File: src/pcs_cfg_pkg.sv
// Constants, field layout and carrier types of the fast PCS configuration register
// Overview of operation
// - Scrambler bypass 1 disables scrambler and descrambler; reset loads it from strap.
// - Block-code bypass 1 disables 4B/5B coder; reset loads it from strap.
// - Alignment bypass 1 passes unaligned receive data; reset loads it from strap.
// - Force-good-link 1 reports a good 100 Mbit/s link; resets to zero.
// - Accept-halt 1 forwards received halt symbols to MII; resets to zero.
// - Writing one to seed-load copies the user seed into the transmit scrambler.
// - Seed-load self-clears only after loading completes with no transmit; reads one meanwhile.
// - Burst mode stretches the scrambler time-out from 722 us to 2000 us.
package pcs_cfg_pkg;
   localparam logic [4:0]  CFG_REG_ADDR  = 5'h18;
   localparam int          BIT_SCR_BP    = 15;
   localparam int          BIT_CODE_BP   = 14;
   localparam int          BIT_ALIGN_BP  = 12;
   localparam int          BIT_FORCE_LNK = 9;
   localparam int          BIT_ACC_HALT  = 5;
   localparam int          BIT_SEED_LOAD = 4;
   localparam int          BIT_BURST     = 3;
   localparam logic [15:0] RDATA_IDLE    = 16'h0000;
   localparam int          CLK_MHZ       = 100;
   localparam int          TMO_NORMAL_US = 722;
   localparam int          TMO_BURST_US  = 2000;
   localparam int          TMO_NORMAL_CYC = TMO_NORMAL_US * CLK_MHZ;
   localparam int          TMO_BURST_CYC  = TMO_BURST_US * CLK_MHZ;
   localparam int          TMO_CNT_W     = 18;

   typedef struct packed {
      logic scr_bypass;
      logic code_bypass;
      logic align_bypass;
      logic force_link;
      logic accept_halt;
      logic burst;
   } cfg_ctrl_t;

   localparam cfg_ctrl_t CTRL_RESET = '{default: 1'b0};

   typedef enum logic [1:0] {SEED_IDLE, SEED_LOADING, SEED_WAIT_TX} seed_state_t;
endpackage

File: src/fast_pcs_config_register.sv
// Fast PCS configuration register with strap loading and self-clearing seed load
`timescale 1ns/10ps
module fast_pcs_config_register #(
   parameter int NORMAL_CYC = pcs_cfg_pkg::TMO_NORMAL_CYC,
   parameter int BURST_CYC  = pcs_cfg_pkg::TMO_BURST_CYC
) (
   // Clock and reset
   input  wire logic        clk_sys,
   input  wire logic        reset_n,
   // Strap pins
   input  wire logic        strap_scrambler_bypass,
   input  wire logic        strap_block_code_bypass,
   input  wire logic        strap_symbol_alignment_bypass,
   // Management register port
   input  wire logic [4:0]  mgmt_addr,
   input  wire logic        mgmt_wr,
   input  wire logic [15:0] mgmt_wdata,
   input  wire logic        mgmt_rd,
   output logic [15:0]      mgmt_rdata_r,
   // Datapath status
   input  wire logic        seed_load_done,
   input  wire logic        tx_active,
   input  wire logic        link_monitor_good,
   input  wire logic        scr_activity,
   // Datapath controls
   output pcs_cfg_pkg::cfg_ctrl_t ctrl_r,
   output logic             seed_load_req_r,
   output logic             link_good_r,
   output logic             scr_timeout_r
);
   pcs_cfg_pkg::cfg_ctrl_t      ctrl_nxt;
   pcs_cfg_pkg::seed_state_t    seed_st_r;
   pcs_cfg_pkg::seed_state_t    seed_st_nxt;
   logic                        seed_req_nxt;
   logic                        link_good_nxt;
   logic [15:0]                 rdata_nxt;
   logic [15:0]                 image;
   logic                        wr_hit;
   logic                        seed_busy;

   // Bits the register defines; every other position is reserved
   localparam logic [15:0] USED_MASK = (16'h0001 << pcs_cfg_pkg::BIT_SCR_BP)
                                     | (16'h0001 << pcs_cfg_pkg::BIT_CODE_BP)
                                     | (16'h0001 << pcs_cfg_pkg::BIT_ALIGN_BP)
                                     | (16'h0001 << pcs_cfg_pkg::BIT_FORCE_LNK)
                                     | (16'h0001 << pcs_cfg_pkg::BIT_ACC_HALT)
                                     | (16'h0001 << pcs_cfg_pkg::BIT_SEED_LOAD)
                                     | (16'h0001 << pcs_cfg_pkg::BIT_BURST);

   assign wr_hit    = mgmt_wr && (mgmt_addr == pcs_cfg_pkg::CFG_REG_ADDR);
   assign seed_busy = (seed_st_r != pcs_cfg_pkg::SEED_IDLE);

   // Register image; unlisted bits stay zero
   always_comb begin
      image = '0;
      image[pcs_cfg_pkg::BIT_SCR_BP]    = ctrl_r.scr_bypass;
      image[pcs_cfg_pkg::BIT_CODE_BP]   = ctrl_r.code_bypass;
      image[pcs_cfg_pkg::BIT_ALIGN_BP]  = ctrl_r.align_bypass;
      image[pcs_cfg_pkg::BIT_FORCE_LNK] = ctrl_r.force_link;
      image[pcs_cfg_pkg::BIT_ACC_HALT]  = ctrl_r.accept_halt;
      image[pcs_cfg_pkg::BIT_SEED_LOAD] = seed_busy;
      image[pcs_cfg_pkg::BIT_BURST]     = ctrl_r.burst;
   end

   // Control bits
   always_comb begin
      ctrl_nxt = ctrl_r;
      if (wr_hit) begin
         ctrl_nxt.scr_bypass   = mgmt_wdata[pcs_cfg_pkg::BIT_SCR_BP];
         ctrl_nxt.code_bypass  = mgmt_wdata[pcs_cfg_pkg::BIT_CODE_BP];
         ctrl_nxt.align_bypass = mgmt_wdata[pcs_cfg_pkg::BIT_ALIGN_BP];
         ctrl_nxt.force_link   = mgmt_wdata[pcs_cfg_pkg::BIT_FORCE_LNK];
         ctrl_nxt.accept_halt  = mgmt_wdata[pcs_cfg_pkg::BIT_ACC_HALT];
         ctrl_nxt.burst        = mgmt_wdata[pcs_cfg_pkg::BIT_BURST];
      end
   end

   always_ff @(posedge clk_sys) begin
      if (!reset_n) begin
         // Straps are sampled on every clock edge in reset, so the last one before release sticks
         ctrl_r              <= pcs_cfg_pkg::CTRL_RESET;
         ctrl_r.scr_bypass   <= strap_scrambler_bypass;
         ctrl_r.code_bypass  <= strap_block_code_bypass;
         ctrl_r.align_bypass <= strap_symbol_alignment_bypass;
      end else begin
         ctrl_r <= ctrl_nxt;
      end
   end

   // Seed load sequencer
   always_comb begin
      seed_st_nxt  = seed_st_r;
      seed_req_nxt = 1'b0;
      unique case (seed_st_r)
         pcs_cfg_pkg::SEED_IDLE: begin
            if (wr_hit && mgmt_wdata[pcs_cfg_pkg::BIT_SEED_LOAD]) begin
               seed_st_nxt  = pcs_cfg_pkg::SEED_LOADING;
               seed_req_nxt = 1'b1;
            end
         end
         pcs_cfg_pkg::SEED_LOADING: begin
            if (seed_load_done) begin
               seed_st_nxt = pcs_cfg_pkg::SEED_WAIT_TX;
            end
         end
         pcs_cfg_pkg::SEED_WAIT_TX: begin
            if (wr_hit && mgmt_wdata[pcs_cfg_pkg::BIT_SEED_LOAD]) begin
               // A fresh request beats the pending clear
               seed_st_nxt  = pcs_cfg_pkg::SEED_LOADING;
               seed_req_nxt = 1'b1;
            end else if (!tx_active) begin
               seed_st_nxt = pcs_cfg_pkg::SEED_IDLE;
            end
         end
         // The fourth code is never entered; fall back to idle if it is
         default: seed_st_nxt = pcs_cfg_pkg::SEED_IDLE;
      endcase
   end

   always_ff @(posedge clk_sys) begin
      if (!reset_n) begin
         seed_st_r       <= pcs_cfg_pkg::SEED_IDLE;
         seed_load_req_r <= 1'b0;
      end else begin
         seed_st_r       <= seed_st_nxt;
         seed_load_req_r <= seed_req_nxt;
      end
   end

   // Read data and link report
   always_comb begin
      rdata_nxt = pcs_cfg_pkg::RDATA_IDLE;
      if (mgmt_rd && (mgmt_addr == pcs_cfg_pkg::CFG_REG_ADDR)) begin
         rdata_nxt = image;
      end
      link_good_nxt = link_monitor_good || ctrl_r.force_link;
   end

   always_ff @(posedge clk_sys) begin
      if (!reset_n) begin
         mgmt_rdata_r <= pcs_cfg_pkg::RDATA_IDLE;
         link_good_r  <= 1'b0;
      end else begin
         mgmt_rdata_r <= rdata_nxt;
         link_good_r  <= link_good_nxt;
      end
   end

   scr_timeout #(
      .NORMAL_CYC (NORMAL_CYC),
      .BURST_CYC  (BURST_CYC)
   ) u_timeout (
      .clk_sys   (clk_sys),
      .reset_n   (reset_n),
      .burst     (ctrl_r.burst),
      .activity  (scr_activity),
      .timeout_r (scr_timeout_r)
   );
endmodule

File: src/scr_timeout.sv
// Scrambler idle time-out timer with normal and burst periods
`timescale 1ns/10ps
module scr_timeout #(
   parameter int NORMAL_CYC = pcs_cfg_pkg::TMO_NORMAL_CYC,
   parameter int BURST_CYC  = pcs_cfg_pkg::TMO_BURST_CYC
) (
   // Clock and reset
   input  wire logic clk_sys,
   input  wire logic reset_n,
   // Control
   input  wire logic burst,
   input  wire logic activity,
   // Result
   output logic      timeout_r
);
   logic [pcs_cfg_pkg::TMO_CNT_W-1:0] cnt_r;
   logic [pcs_cfg_pkg::TMO_CNT_W-1:0] cnt_nxt;
   logic [pcs_cfg_pkg::TMO_CNT_W-1:0] limit;
   logic                              timeout_nxt;

   always_comb begin
      limit = burst ? BURST_CYC[pcs_cfg_pkg::TMO_CNT_W-1:0] - 1'b1
                    : NORMAL_CYC[pcs_cfg_pkg::TMO_CNT_W-1:0] - 1'b1;
      cnt_nxt     = cnt_r;
      timeout_nxt = 1'b0;
      if (activity) begin
         cnt_nxt = '0;
      end else if (cnt_r >= limit) begin
         // Switching burst off mid-count expires at once rather than wrapping
         cnt_nxt     = '0;
         timeout_nxt = 1'b1;
      end else begin
         cnt_nxt = cnt_r + 1'b1;
      end
   end

   always_ff @(posedge clk_sys) begin
      if (!reset_n) begin
         cnt_r     <= '0;
         timeout_r <= 1'b0;
      end else begin
         cnt_r     <= cnt_nxt;
         timeout_r <= timeout_nxt;
      end
   end
endmodule

File: config.mk
export PLATFORM = sky130hd
export DESIGN_NAME = fast_pcs_config_register
export DESIGN_NICKNAME = d
export VERILOG_FILES = /design/src/pcs_cfg_pkg.sv /design/src/fast_pcs_config_register.sv /design/src/scr_timeout.sv
export SDC_FILE = /design/constraint.sdc
export NUM_CORES = 1
export LEC_CHECK = 0
export ABC_AREA = 1
export BUFFER_PORTS_ARGS = -buffer_cell sky130_fd_sc_hd__buf_2
export CAP_MARGIN = 15
export CORE_UTILIZATION = 46
export CTS_CLUSTER_DIAMETER = 30
export DETAILED_ROUTE_END_ITERATION = 12
export MAX_ROUTING_LAYER = met4
export PLACE_DENSITY_LB_ADDON = 0.05
export SKIP_LAST_GASP = 1
export SYNTH_ARGS = -nofsm -noshare
export SYNTH_HDL_FRONTEND = slang
export SYNTH_SLANG_ARGS = --single-unit
File: constraint.sdc
create_clock -name clk_sys -period 1.7 [get_ports clk_sys]
set_input_delay 0.51 -clock clk_sys [delete_from_list [all_inputs] [get_ports clk_sys]]
set_output_delay 0.51 -clock clk_sys [all_outputs]
set_load 0.01 [all_outputs]
* Word level (Yosys, flattened, before mapping)
Index checks and enable logic that the tools add are counted.
** Word-level totals
- Output and inout bits :: 25
- Register bits :: 45
- Input bits :: 32
** Cells by class
- Bitwise operators :: 1
- Equal/unequal tests :: 7
- Mux-type cells :: 10
- Add/subtract/negate cells :: 1
- $lt $le $gt $ge :: 1
- Reductions and logical operators :: 12
** Operator list (number)
- adder 18 x 1 -> 18 bit (second input constant) :: 1
- greater-or-equal comparator 18 bit :: 1
- two-way mux 18 bit :: 1
- two-way mux 6 bit :: 2
- two-way mux 2 bit :: 4
- case mux 2 bit (3 select lines) :: 1
- == test 5 bit (second input constant) :: 1
- != test 2 bit (second input constant) :: 2
- AND reduction 2 bit :: 2
- OR reduction 2 bit :: 2
- logical AND 1 bit :: 3
- != test 3 bit (second input constant) :: 1
- AND reduction 3 bit :: 1
- OR reduction 3 bit :: 1
- == test 2 x 1 -> 1 bit (second input constant) :: 1
- == test 2 bit (second input constant) :: 1
- zero test 2 bit :: 1
- two-way mux 1 bit :: 2
- != test 2 x 1 -> 1 bit (second input constant) :: 1
- nonzero test 2 bit :: 1
- logical OR 1 bit :: 1
- NOT 1 bit :: 1

* Depth between registers and ports, before layout
Gate-level depths: netlist of the first run.
- Word-level depth :: 5
- Gate-level depth with buffers :: 12
- Mapped depth without buffers :: 11

* By module
A second synthesis of the first run with hierarchy kept.
** Unflattened totals
- Cells, all modules :: 263
- Area total of the unflattened synthesis :: 1925.6 µm²
** Modules (own cells, without submodules)
- scr_timeout :: area each 1201.2 µm², instances 1, cells an instance 177, seq. area each 380.4 µm²
- fast_pcs_config_register :: area each 724.4 µm², instances 1, cells an instance 86, seq. area each 370.4 µm²

* Worst setup path after synthesis of the first run
Ideal clock, no wire load.
- Kind :: register -> register
- Start point :: register ctrl_r[0] in the netlist's numbering
- End point :: register u_timeout.cnt_r[2] in the netlist's numbering
- Arrival time :: 1477 ps
- Setup time :: 117 ps
- Setup slack :: 106 ps
- Stages on the path, launching flop included :: 11
- Path buffers :: 1
- Period minus slack after synthesis :: 1594 ps
- Data required time :: 1583 ps
- Path through :: dfxtp_1 -> inv_1 -> ha_1 -> nand3_1 -> nor2_1 -> nand2_1 -> nor2_1 -> nor2_4 -> nand3_4 -> buf_8 -> nor2_2
** Between the ends
- Longest elaborated chain between the ends :: 3
** RTL lines
- start: declaration :: line fast_pcs_config_register.sv:26 : output pcs_cfg_pkg::cfg_ctrl_t ctrl_r,
- start signal: assignment :: line fast_pcs_config_register.sv:81 : ctrl_r <= pcs_cfg_pkg::CTRL_RESET;
- start signal: assignment :: line fast_pcs_config_register.sv:86 : ctrl_r <= ctrl_nxt;
- two-way mux 18 bit :: line scr_timeout.sv:22 : limit = burst ? BURST_CYC[pcs_cfg_pkg::TMO_CNT_W-1:0] - 1'b1
- greater-or-equal comparator 18 bit :: line scr_timeout.sv:28 : end else if (cnt_r >= limit) begin
- OR reduction 3 bit (no source line)
- end signal: assignment :: line scr_timeout.sv:42 : cnt_r <= cnt_nxt;
- end: declaration :: line scr_timeout.sv:16 : logic [pcs_cfg_pkg::TMO_CNT_W-1:0] cnt_r;
Every way passes these cells.
A chain may end at the register's enable or synchronous reset.

* Worst setup path after layout of the first run
- Start point :: register ctrl_r[0] in the netlist's numbering
- End point :: register u_timeout.cnt_r[10] in the netlist's numbering
Same word-level chain as after synthesis.

==> flow_metrics.tcl, run 1 <==
set metrics [dict create \
    pre_cts_ws_ps 28.3 \
    ys_ff_latch 36 \
    cts.sinks 36 \
    syn_area_um2 1870 \
    worstPathMaxFanout 5 \
    syn_avg_cell_area_um2 7.56 \
    vias_per_cell 4.51 \
    finalWirelength_mm 3.81 \
    final_cell_count_no_fill 354 \
    worstSetupEndpointType "flop" \
    cp_data_arrival_time_ps 1830 \
    finalSetupViolations 0 \
    grt_pass1_wl_mm 5.79 \
    syn2layout_area_growth_pct 30.3 \
    cts_tree "yes" \
    nFillCells 352 \
    clockBufferDepth 2 \
    ant_nets 0 \
    final_cell_mix "nand2_1 (45), buf_2 (38), nor2_1 (32), dfxtp_1 (32), inv_1 (29)" \
    drt-wirelength-per-cell_um 10.7 \
    ys_warn_count 0 \
    synth_cell_types 26 \
    finalWorstSetupSlack_ps 50.3 \
    status "complete, no violations" \
    fin_nets 346 \
    cts_max_level 2 \
    io_pins 57 \
    power_density_nw_per_um2 682 \
    port_buffers 38 \
    path_clk_slew_ps 70 \
    drv_slew 0 \
    grt_max_degree 19 \
    max_freq_mhz 606 \
    die_h_um 65.7 \
    grt.overflow.total 0 \
    fin_worst_skew_ps 6.40 \
    hold_buffers 0 \
    row_count 22 \
    final_area_um2 2430 \
    dpl_cell_area_um2 2160 \
    drive_above_1_share_pct 33.3 \
    cts-root-buf "clkbuf_8" \
    post-place-cells 342 \
    cp-start-kind "flop" \
    gr-usage-all-layers_pct 18.5 \
    drtIter0Drc 86 \
    ys_seq_area_share_pct 40.2 \
    n_antenna_cell 0 \
    gp_congestion 0.765 \
    ir_drop_mv 0.566 \
    initial_utilization_pct 49.5 \
    num_vias 1598 \
    drc 0 \
    antenna_found_initial 0 \
    worstSkewPairLatency_ps 290 \
    hp-class "in2reg" \
    postSynthCellCount 247 \
    path_class "reg2reg" \
    maxCapViolCount 0 \
    cts_inserted_buffers 5 \
    firstDrtPassIters 4 \
    grt_setup_unrepaired "true" \
    power.leakage_nw 1.04 \
    final_util_pct 64.5 \
    coreArea_um2 3770 \
    hold_viol 0 \
    dp_hpwl_mm 2.72 \
    mostFrequentLayoutCell "nand2_1" \
    p_total_mw 1.66 \
    min_period_ps 1650 \
    die_area_um2 4320 \
    grt_pass1_vias 1342 \
    fin_crit_sh_pct 97.0 \
    required_ps 1880 \
    die_w_um 65.7 \
]
cell families (layout without fill, tap and decap cells):
family | after synthesis | count (layout) | synth area share [%]
fa+ha+maj | 9 | 9 | 6.03
other cells | 1 | 9 | 0.201
xor+xnor | 13 | 13 | 6.10
flops | 36 | 36 | 40.2
simple gates | 127 | 127 | 31.0
compound gates | 17 | 17 | 4.82
buf+inv | 44 | 95 | 11.7
per-stage QoR:
step / hold slack, ps / setup TNS (ps)
after floorplan: 417 / 0
after global placement: 431 / 0
after detailed placement: 437 / 0
after CTS: 412 / 0
after global routing: 440 / -183
final: 420 / 0
worst paths after layout:
kind / from / end / slack [ps] / cells after the start
setup / recovery: ctrl_r[0] / u_timeout.cnt_r[10] / 50 / 10
hold / removal: link_monitor_good / link_good_r / 420 / 3
setup reg to reg: ctrl_r[0] / u_timeout.cnt_r[10] / 50 / 10
hold reg to reg: u_timeout.cnt_r[0] / u_timeout.cnt_r[0] / 450 / 1
state kept, by name, summed over array words and instances, names as in the netlist:
name,count
u_timeout.cnt_r,18
seed_st_r,2
ctrl_r,6
mgmt_rdata_r,7
seed_load_req_r,1
link_good_r,1
u_timeout.timeout_r,1
what timing repair did:
action                     in CTS  in global routing
setup endpoints to repair       0                 18
buffers inserted                0                  1
resized for setup               0                 25
metal layers:
layer | wire [um] | vias to the layer above | track usage [%]
li1 | - | 859 | -
met1 | 1890 | 706 | 23.8
met2 | 1720 | 31 | 26.1
met3 | 165 | 2 | 7.29
met4 | 28 | 0 | 5.98
met5 | 0 | - | -
cell usage after synthesis, drive strengths merged:
cell | n | area share [%]
nor2 | 56 | 14
conb | 1 | 0.20
xnor2 | 4 | 1.9
nand2 | 49 | 10
xor2 | 9 | 4.2
edfxtp | 3 | 4.8
buf | 12 | 5.2
o21ai | 7 | 1.9
ha | 9 | 6.0
nand3b | 1 | 0.40
a21oi | 8 | 2.1
nor3 | 3 | 0.80
nand3 | 14 | 4.7
a21boi | 1 | 0.40
dfxtp | 33 | 35
or2 | 1 | 0.34
inv | 32 | 6.4
nand4 | 3 | 1.0
o21bai | 1 | 0.40
final cells by class:
type,instances,area (um2),area share [%]
Multi-Input combinational cell,175,1020,41.9
Clock buffer,8,100,4.11
Sequential cell,36,754,31.0
Inverter,32,128,5.24
Timing Repair Buffer,55,373,15.3
Tap cell,48,60.1,2.47
report_power, final:
| part | internal [mW] | switching, mW |
|---|---|---|
| clock | 0.370 | 0.296 |
| sequential | 0.865 | 0.00611 |
| combinational | 0.0593 | 0.0638 |
worst max-delay path: stages (launching register included):
cell and delay [ps]:
dfxtp_4 370, buf_6 130, ha_4 260, nand2_2 50, nor2_2 110, nand2_2 70, nor2_1 100, nand2_1 110
nand3_4 130, clkbuf_16 170, nor2_2 30
No activity file was read; power rests on OpenSTA's default activity.
==> inputs of run 2 (changes only) <==
--- a/config.mk
+++ b/config.mk
@@ -8,7 +8,7 @@
 export ABC_AREA = 1
 export BUFFER_PORTS_ARGS = -buffer_cell sky130_fd_sc_hd__buf_2
 export CAP_MARGIN = 15
-export CORE_UTILIZATION = 46
+export CORE_UTILIZATION = 45
 export CTS_CLUSTER_DIAMETER = 30
 export DETAILED_ROUTE_END_ITERATION = 12
 export MAX_ROUTING_LAYER = met4
@@ -17,3 +17,4 @@
 export SYNTH_ARGS = -nofsm -noshare
 export SYNTH_HDL_FRONTEND = slang
 export SYNTH_SLANG_ARGS = --single-unit
+export TNS_END_PERCENT = 1
==> run 2 against run 1 <==
  * Setup slack gained 2.2 ps
  * Critical endpoint unchanged
  * Largest power group unchanged
  * Cell count grew 0.28%
  * First-iteration DRC count shrank 40%
  * Design area shrank 1.6%
  * Largest cell class unchanged
  * Critical path depth is the same
  * Power grew 4.6%
  * Sequential share of layout area grew 0.41 points
  * Sequential power is essentially flat
  * Worst hold slack gained 15 ps
==> flow_metrics.tcl, run 2 (synthesis gave the netlist of run 1 again) <==
set metrics [dict create \
    status "complete, no violations" \
    grt_pass1_vias 1276 \
    ant_nets 0 \
    min_period_ps 1650 \
    switchingPower_mw 0.380 \
    drc 0 \
    cpLargestDelayFamily "simple AND/OR/NAND/NOR gates" \
    cts_tree "yes" \
    max_freq_mhz 607 \
    syn2layout_area_growth_pct 28.1 \
    dp_hpwl_mm 2.64 \
    coreArea_um2 4000 \
    cts_inserted_buffers 5 \
    cts-root-buf "clkbuf_8" \
    finalSetupViolations 0 \
    slowest_stage "dfxtp_2" \
    worstSkewPairLatency_ps 290 \
    hp-class "in2reg" \
    vias_per_cell 4.44 \
    worstReg2RegStart "ctrl_r[0]" \
    fin_worst_skew_ps 6.40 \
    p_clk_share_pct 43.1 \
    final_cell_mix "nand2_1 (45), nor2_1 (39), buf_2 (38), dfxtp_1 (32), inv_1 (29)" \
    grt_setup_unrepaired "true" \
    gr-usage-all-layers_pct 17.4 \
    dpl_cell_area_um2 2160 \
    path_class "reg2reg" \
    grt_max_degree 19 \
    seqPwrFrac_pct 50.2 \
    die_h_um 66.4 \
    finalWorstSetupSlack_ps 52.5 \
    die_area_um2 4410 \
    power.leakage_nw 1.03 \
    hold_viol 0 \
    rr_worst_depth 10 \
    startpoint "ctrl_r[0]" \
    n_antenna_cell 0 \
    port_buffers 38 \
    initial_utilization_pct 46.7 \
    clockBufferDepth 2 \
    worstPathMaxFanout 5 \
    row_count 23 \
    swShare_pct 21.9 \
    num_vias 1575 \
    drt-wirelength-per-cell_um 10.4 \
    reg2reg_to "u_timeout.cnt_r[10]" \
    cts.sinks 36 \
    p_total_mw 1.74 \
    required_ps 1880 \
    antenna_found_initial 0 \
    worstSetupEndpointType "flop" \
    hold_buffers 0 \
    finalWirelength_mm 3.69 \
    grt.overflow.total 0 \
    worstHoldStart "link_monitor_good" \
    final_cell_count_no_fill 355 \
    largest_reg_flops 18 \
    drv_slew 0 \
    worst_hold_slack_ps 436 \
    final_area_um2 2390 \
    crit_buf_inv 2 \
    die_w_um 66.4 \
    top_regs "u_timeout.cnt_r: 18 flops, mgmt_rdata_r: 7 flops, ctrl_r: 6 flops" \
    fin_nets 345 \
    cp_num_cells 10 \
    fin_crit_sh_pct 96.9 \
    io_pins 57 \
    post-place-cells 344 \
    firstDrtPassIters 4 \
    gp_congestion 0.756 \
    whs_endpoint "link_good_r" \
    power_density_nw_per_um2 726 \
    cp-start-kind "flop" \
    r2r_setup_slack_ps 50 \
    pre_cts_ws_ps -27.3 \
    internal-power_mw 1.36 \
    combPwrFrac_pct 6.8 \
    ir_drop_mv 0.621 \
    mostFrequentLayoutCell "nand2_1" \
    max_stage_delay_ps 340 \
    whs_path_depth 3 \
    crit_chain "buf_4 -> ha_4 -> nand2_1 -> nor2_1 -> nand2_1 -> nor2_1 -> nand2_2 -> nand3_4 -> clkbuf_16 -> nor2_2" \
    drtIter0Drc 52 \
    path_clk_slew_ps 80 \
    largest_register "u_timeout.cnt_r" \
    maxCapViolCount 0 \
    cts_max_level 2 \
    grt_pass1_wl_mm 5.54 \
    cp_data_arrival_time_ps 1830 \
    drive_above_1_share_pct 30.8 \
]
run 2: worst max path at each step:
stage,end,slack [ps]
floorplan,u_timeout.cnt_r[2],110
global placement,ctrl_r[1],-3
detailed placement,ctrl_r[1],-30
CTS,u_timeout.cnt_r[16],50
global route,u_timeout.cnt_r[10],-20
finish,u_timeout.cnt_r[10],50
run 2: area by class of cell:
cell class                      instances  area (um2)
Multi-Input combinational cell        175         983
Clock buffer                            5        68.8
Timing Repair Buffer                   54         362
Tap cell                               50        62.6
Fill cell                             385        1610
Clock inverter                          3        42.5
Sequential cell                        36         752
Inverter                               32         123
run 2: routing by layer:
metal | vias up | share of wire, % | track usage (%)
met3 | 6 | 3.8 | 5.17
met1 | 678 | 52 | 22.7
met2 | 26 | 42 | 25.0
li1 | 865 | - | -
met4 | 0 | 1.5 | 7.18
met5 | - | 0 | -
run 2: tightest hold or removal path: stages:
cell	delay, ps
buf_2	70
nor2_1	30
nor2_1	70
run 2: power groups by stage:
stage                     logic, mW  registers [mW]  clock network [mW]
after global placement       0.0999           0.891                   0
final                         0.117           0.871               0.748
after detailed placement      0.101           0.891                   0
after floorplan              0.0661           0.896                   0
after CTS                     0.101           0.871               0.770
after global routing          0.131           0.872               0.812
run 2: stage by stage:
| stage | setup TNS, ps | util (%) |
|---|---|---|
| 2_1_floorplan | 0 | - |
| 3_3_place_gp | -4.34 | 54.1 |
| 3_5_place_dp | -76.4 | 54.1 |
| 4_1_cts | 0 | 56.9 |
| 5_1_grt | -72.0 | 59.8 |
| 6_report | 0 | 59.8 |
run 2: what timing repair did:
action,4_1_cts,5_1_grt
hold endpoints to repair,0,0
gates resized for setup,2,10
cloned,0,3
buffers inserted,0,0
setup endpoints to repair,7,18
pin swaps,0,3
==> inputs of run 3 (changes only) <==
==> constraint.sdc (replaced) <==
create_clock -name clk_sys -period 1.35 [get_ports clk_sys]
set_input_delay 0.405 -clock clk_sys [delete_from_list [all_inputs] [get_ports clk_sys]]
set_output_delay 0.405 -clock clk_sys [all_outputs]
set_load 0.01 [all_outputs]
==> run 3 against run 2 <==
  * The flow now finishes with violations (negative setup slack)
  * Register-to-register slack worse by 280 ps
  * First-iteration DRC count down 12%
  * Routed wire length is 0.60% lower
  * Fmax grew 4.5%
  * Cell count rose by 3.7%
  * Flip-flop and latch count stayed put
  * Die area did not move
  * Highest routed layer unchanged
==> flow_metrics.tcl, run 3 (synthesis gave the netlist of run 1 again) <==
set metrics [dict create \
    grt_pass1_vias 1395 \
    status "finished with violations" \
    dpl_cell_area_um2 2300 \
    cts_max_level 2 \
    cts-root-buf "clkbuf_8" \
    drt-wirelength-per-cell_um 9.97 \
    coreArea_um2 4000 \
    n_antenna_cell 0 \
    cp_data_arrival_time_ps 1760 \
    cts_setup_buffers 0 \
    fin_worst_skew_ps 8.43 \
    violations "negative setup slack" \
    gp_congestion 0.766 \
    grt.overflow.total 0 \
    power.leakage_nw 1.08 \
    cts_inserted_buffers 5 \
    finalWorstSetupSlack_ps -226 \
    io_pins 57 \
    finalSetupViolations 19 \
    max_freq_mhz 634 \
    cts_tree "yes" \
    vias_per_cell 4.52 \
    gr-usage-all-layers_pct 19.5 \
    seqPwrFrac_pct 55.8 \
    min_period_ps 1580 \
    final_cell_mix "nand2_1 (47), nor2_1 (40), buf_2 (38), dfxtp_1 (32), inv_1 (29)" \
    path_clk_slew_ps 70 \
    nFillCells 386 \
    worstPathMaxFanout 18 \
    final_area_um2 2390 \
    drv_slew 0 \
    die_h_um 66.4 \
    whs_path_depth 3 \
    p_total_mw 1.96 \
    drive_above_1_share_pct 31.4 \
    grt_pass1_wl_mm 6.12 \
    hold_viol 0 \
    cts_resized 1 \
    hold_buffers 0 \
    internal-power_mw 1.50 \
    worstHoldStart "link_monitor_good" \
    reg2reg_to "u_timeout.cnt_r[1]" \
    largest_reg_flops 18 \
    power_density_nw_per_um2 822 \
    path_class "reg2reg" \
    maxCapViolCount 0 \
    worstSetupEndpointType "flop" \
    port_buffers 38 \
    die_area_um2 4410 \
    worstSkewPairLatency_ps 290 \
    clockBufferDepth 2 \
    finalWirelength_mm 3.67 \
    dp_hpwl_mm 2.91 \
    largest_register "u_timeout.cnt_r" \
    r2r_setup_slack_ps -230 \
    initial_utilization_pct 46.7 \
    grt_max_degree 19 \
    firstDrtPassIters 4 \
    num_vias 1663 \
    hp-class "in2reg" \
    syn2layout_area_growth_pct 27.9 \
    final_util_pct 59.7 \
    swShare_pct 23.7 \
    p_clk_share_pct 37.5 \
    drc 0 \
    top_regs "u_timeout.cnt_r: 18 flops, mgmt_rdata_r: 7 flops, ctrl_r: 6 flops" \
    whs_endpoint "link_good_r" \
    row_count 23 \
    worstReg2RegStart "ctrl_r[0]" \
    fin_crit_sh_pct 117 \
    required_ps 1540 \
    cp-start-kind "flop" \
    antenna_found_initial 0 \
    switchingPower_mw 0.465 \
    drtIter0Drc 46 \
    die_w_um 66.4 \
    ir_drop_mv 0.577 \
    fin_nets 358 \
    cts.sinks 36 \
    mostFrequentLayoutCell "nand2_1" \
    grt_setup_unrepaired "true" \
    ant_nets 0 \
    rr_worst_depth 10 \
    combPwrFrac_pct 6.7 \
]
==> run 3: critical path, cell delays in order (launching register included) <==
cell and delay [ps]:
dfxtp_4 370, inv_4 60, ha_1 280, nand3_1 80, nor2_1 90, nand2_1 90
nor2_1 120, nand2_2 80, nand3_4 70, buf_12 160, nor2_1 60
==> run 3: worst max-delay path by stage <==
stage,to,start,slack [ps],depth (start not counted)
after floorplan,u_timeout.cnt_r[2],ctrl_r[0],-130,10
after global placement,ctrl_r[1],mgmt_addr[1],-220,7
after detailed placement,u_timeout.cnt_r[1],ctrl_r[0],-240,10
after CTS,u_timeout.cnt_r[1],ctrl_r[0],-250,10
after global routing,u_timeout.cnt_r[1],ctrl_r[0],-330,10
final,u_timeout.cnt_r[1],ctrl_r[0],-230,10
==> run 3: cell type report <==
type,count,area [um2],area share [%]
clock buffer,5,68.8,2.88
sequential,36,754,31.6
tap,50,62.6,2.62
inverter,32,123,5.13
clock inverter,3,13.8,0.576
timing repair buffer,67,420,17.6
multi-input combinational,175,947,39.6
==> run 3: stage by stage <==
stage	hold slack, ps	worst slack (ps)	cells	TNS (ps)
final	318	-226	368	-3740
after global routing	326	-334	368	-6160
after CTS	313	-248	368	-4160
after detailed placement	446	-242	360	-6200
after global placement	445	-216	360	-5640
after floorplan	417	-128	255	-1470
==> run 3: power by group through the flow <==
stage	Combinational (mW)	Sequential (mW)	Clock (mW)
after floorplan	0.0837	1.13	0
after global placement	0.131	1.12	0
after detailed placement	0.133	1.12	0
after CTS	0.133	1.10	0.767
after global routing	0.149	1.10	0.796
final	0.131	1.10	0.737
==> run 3: per-layer routing <==
| metal | wire (um) | vias to the layer above | GRT usage, % |
|---|---|---|---|
| met5 | 0 | - | - |
| met3 | 124 | 6 | 5.69 |
| met1 | 1780 | 746 | 24.2 |
| met2 | 1720 | 29 | 29.3 |
| li1 | - | 882 | - |
| met4 | 47 | 0 | 7.98 |
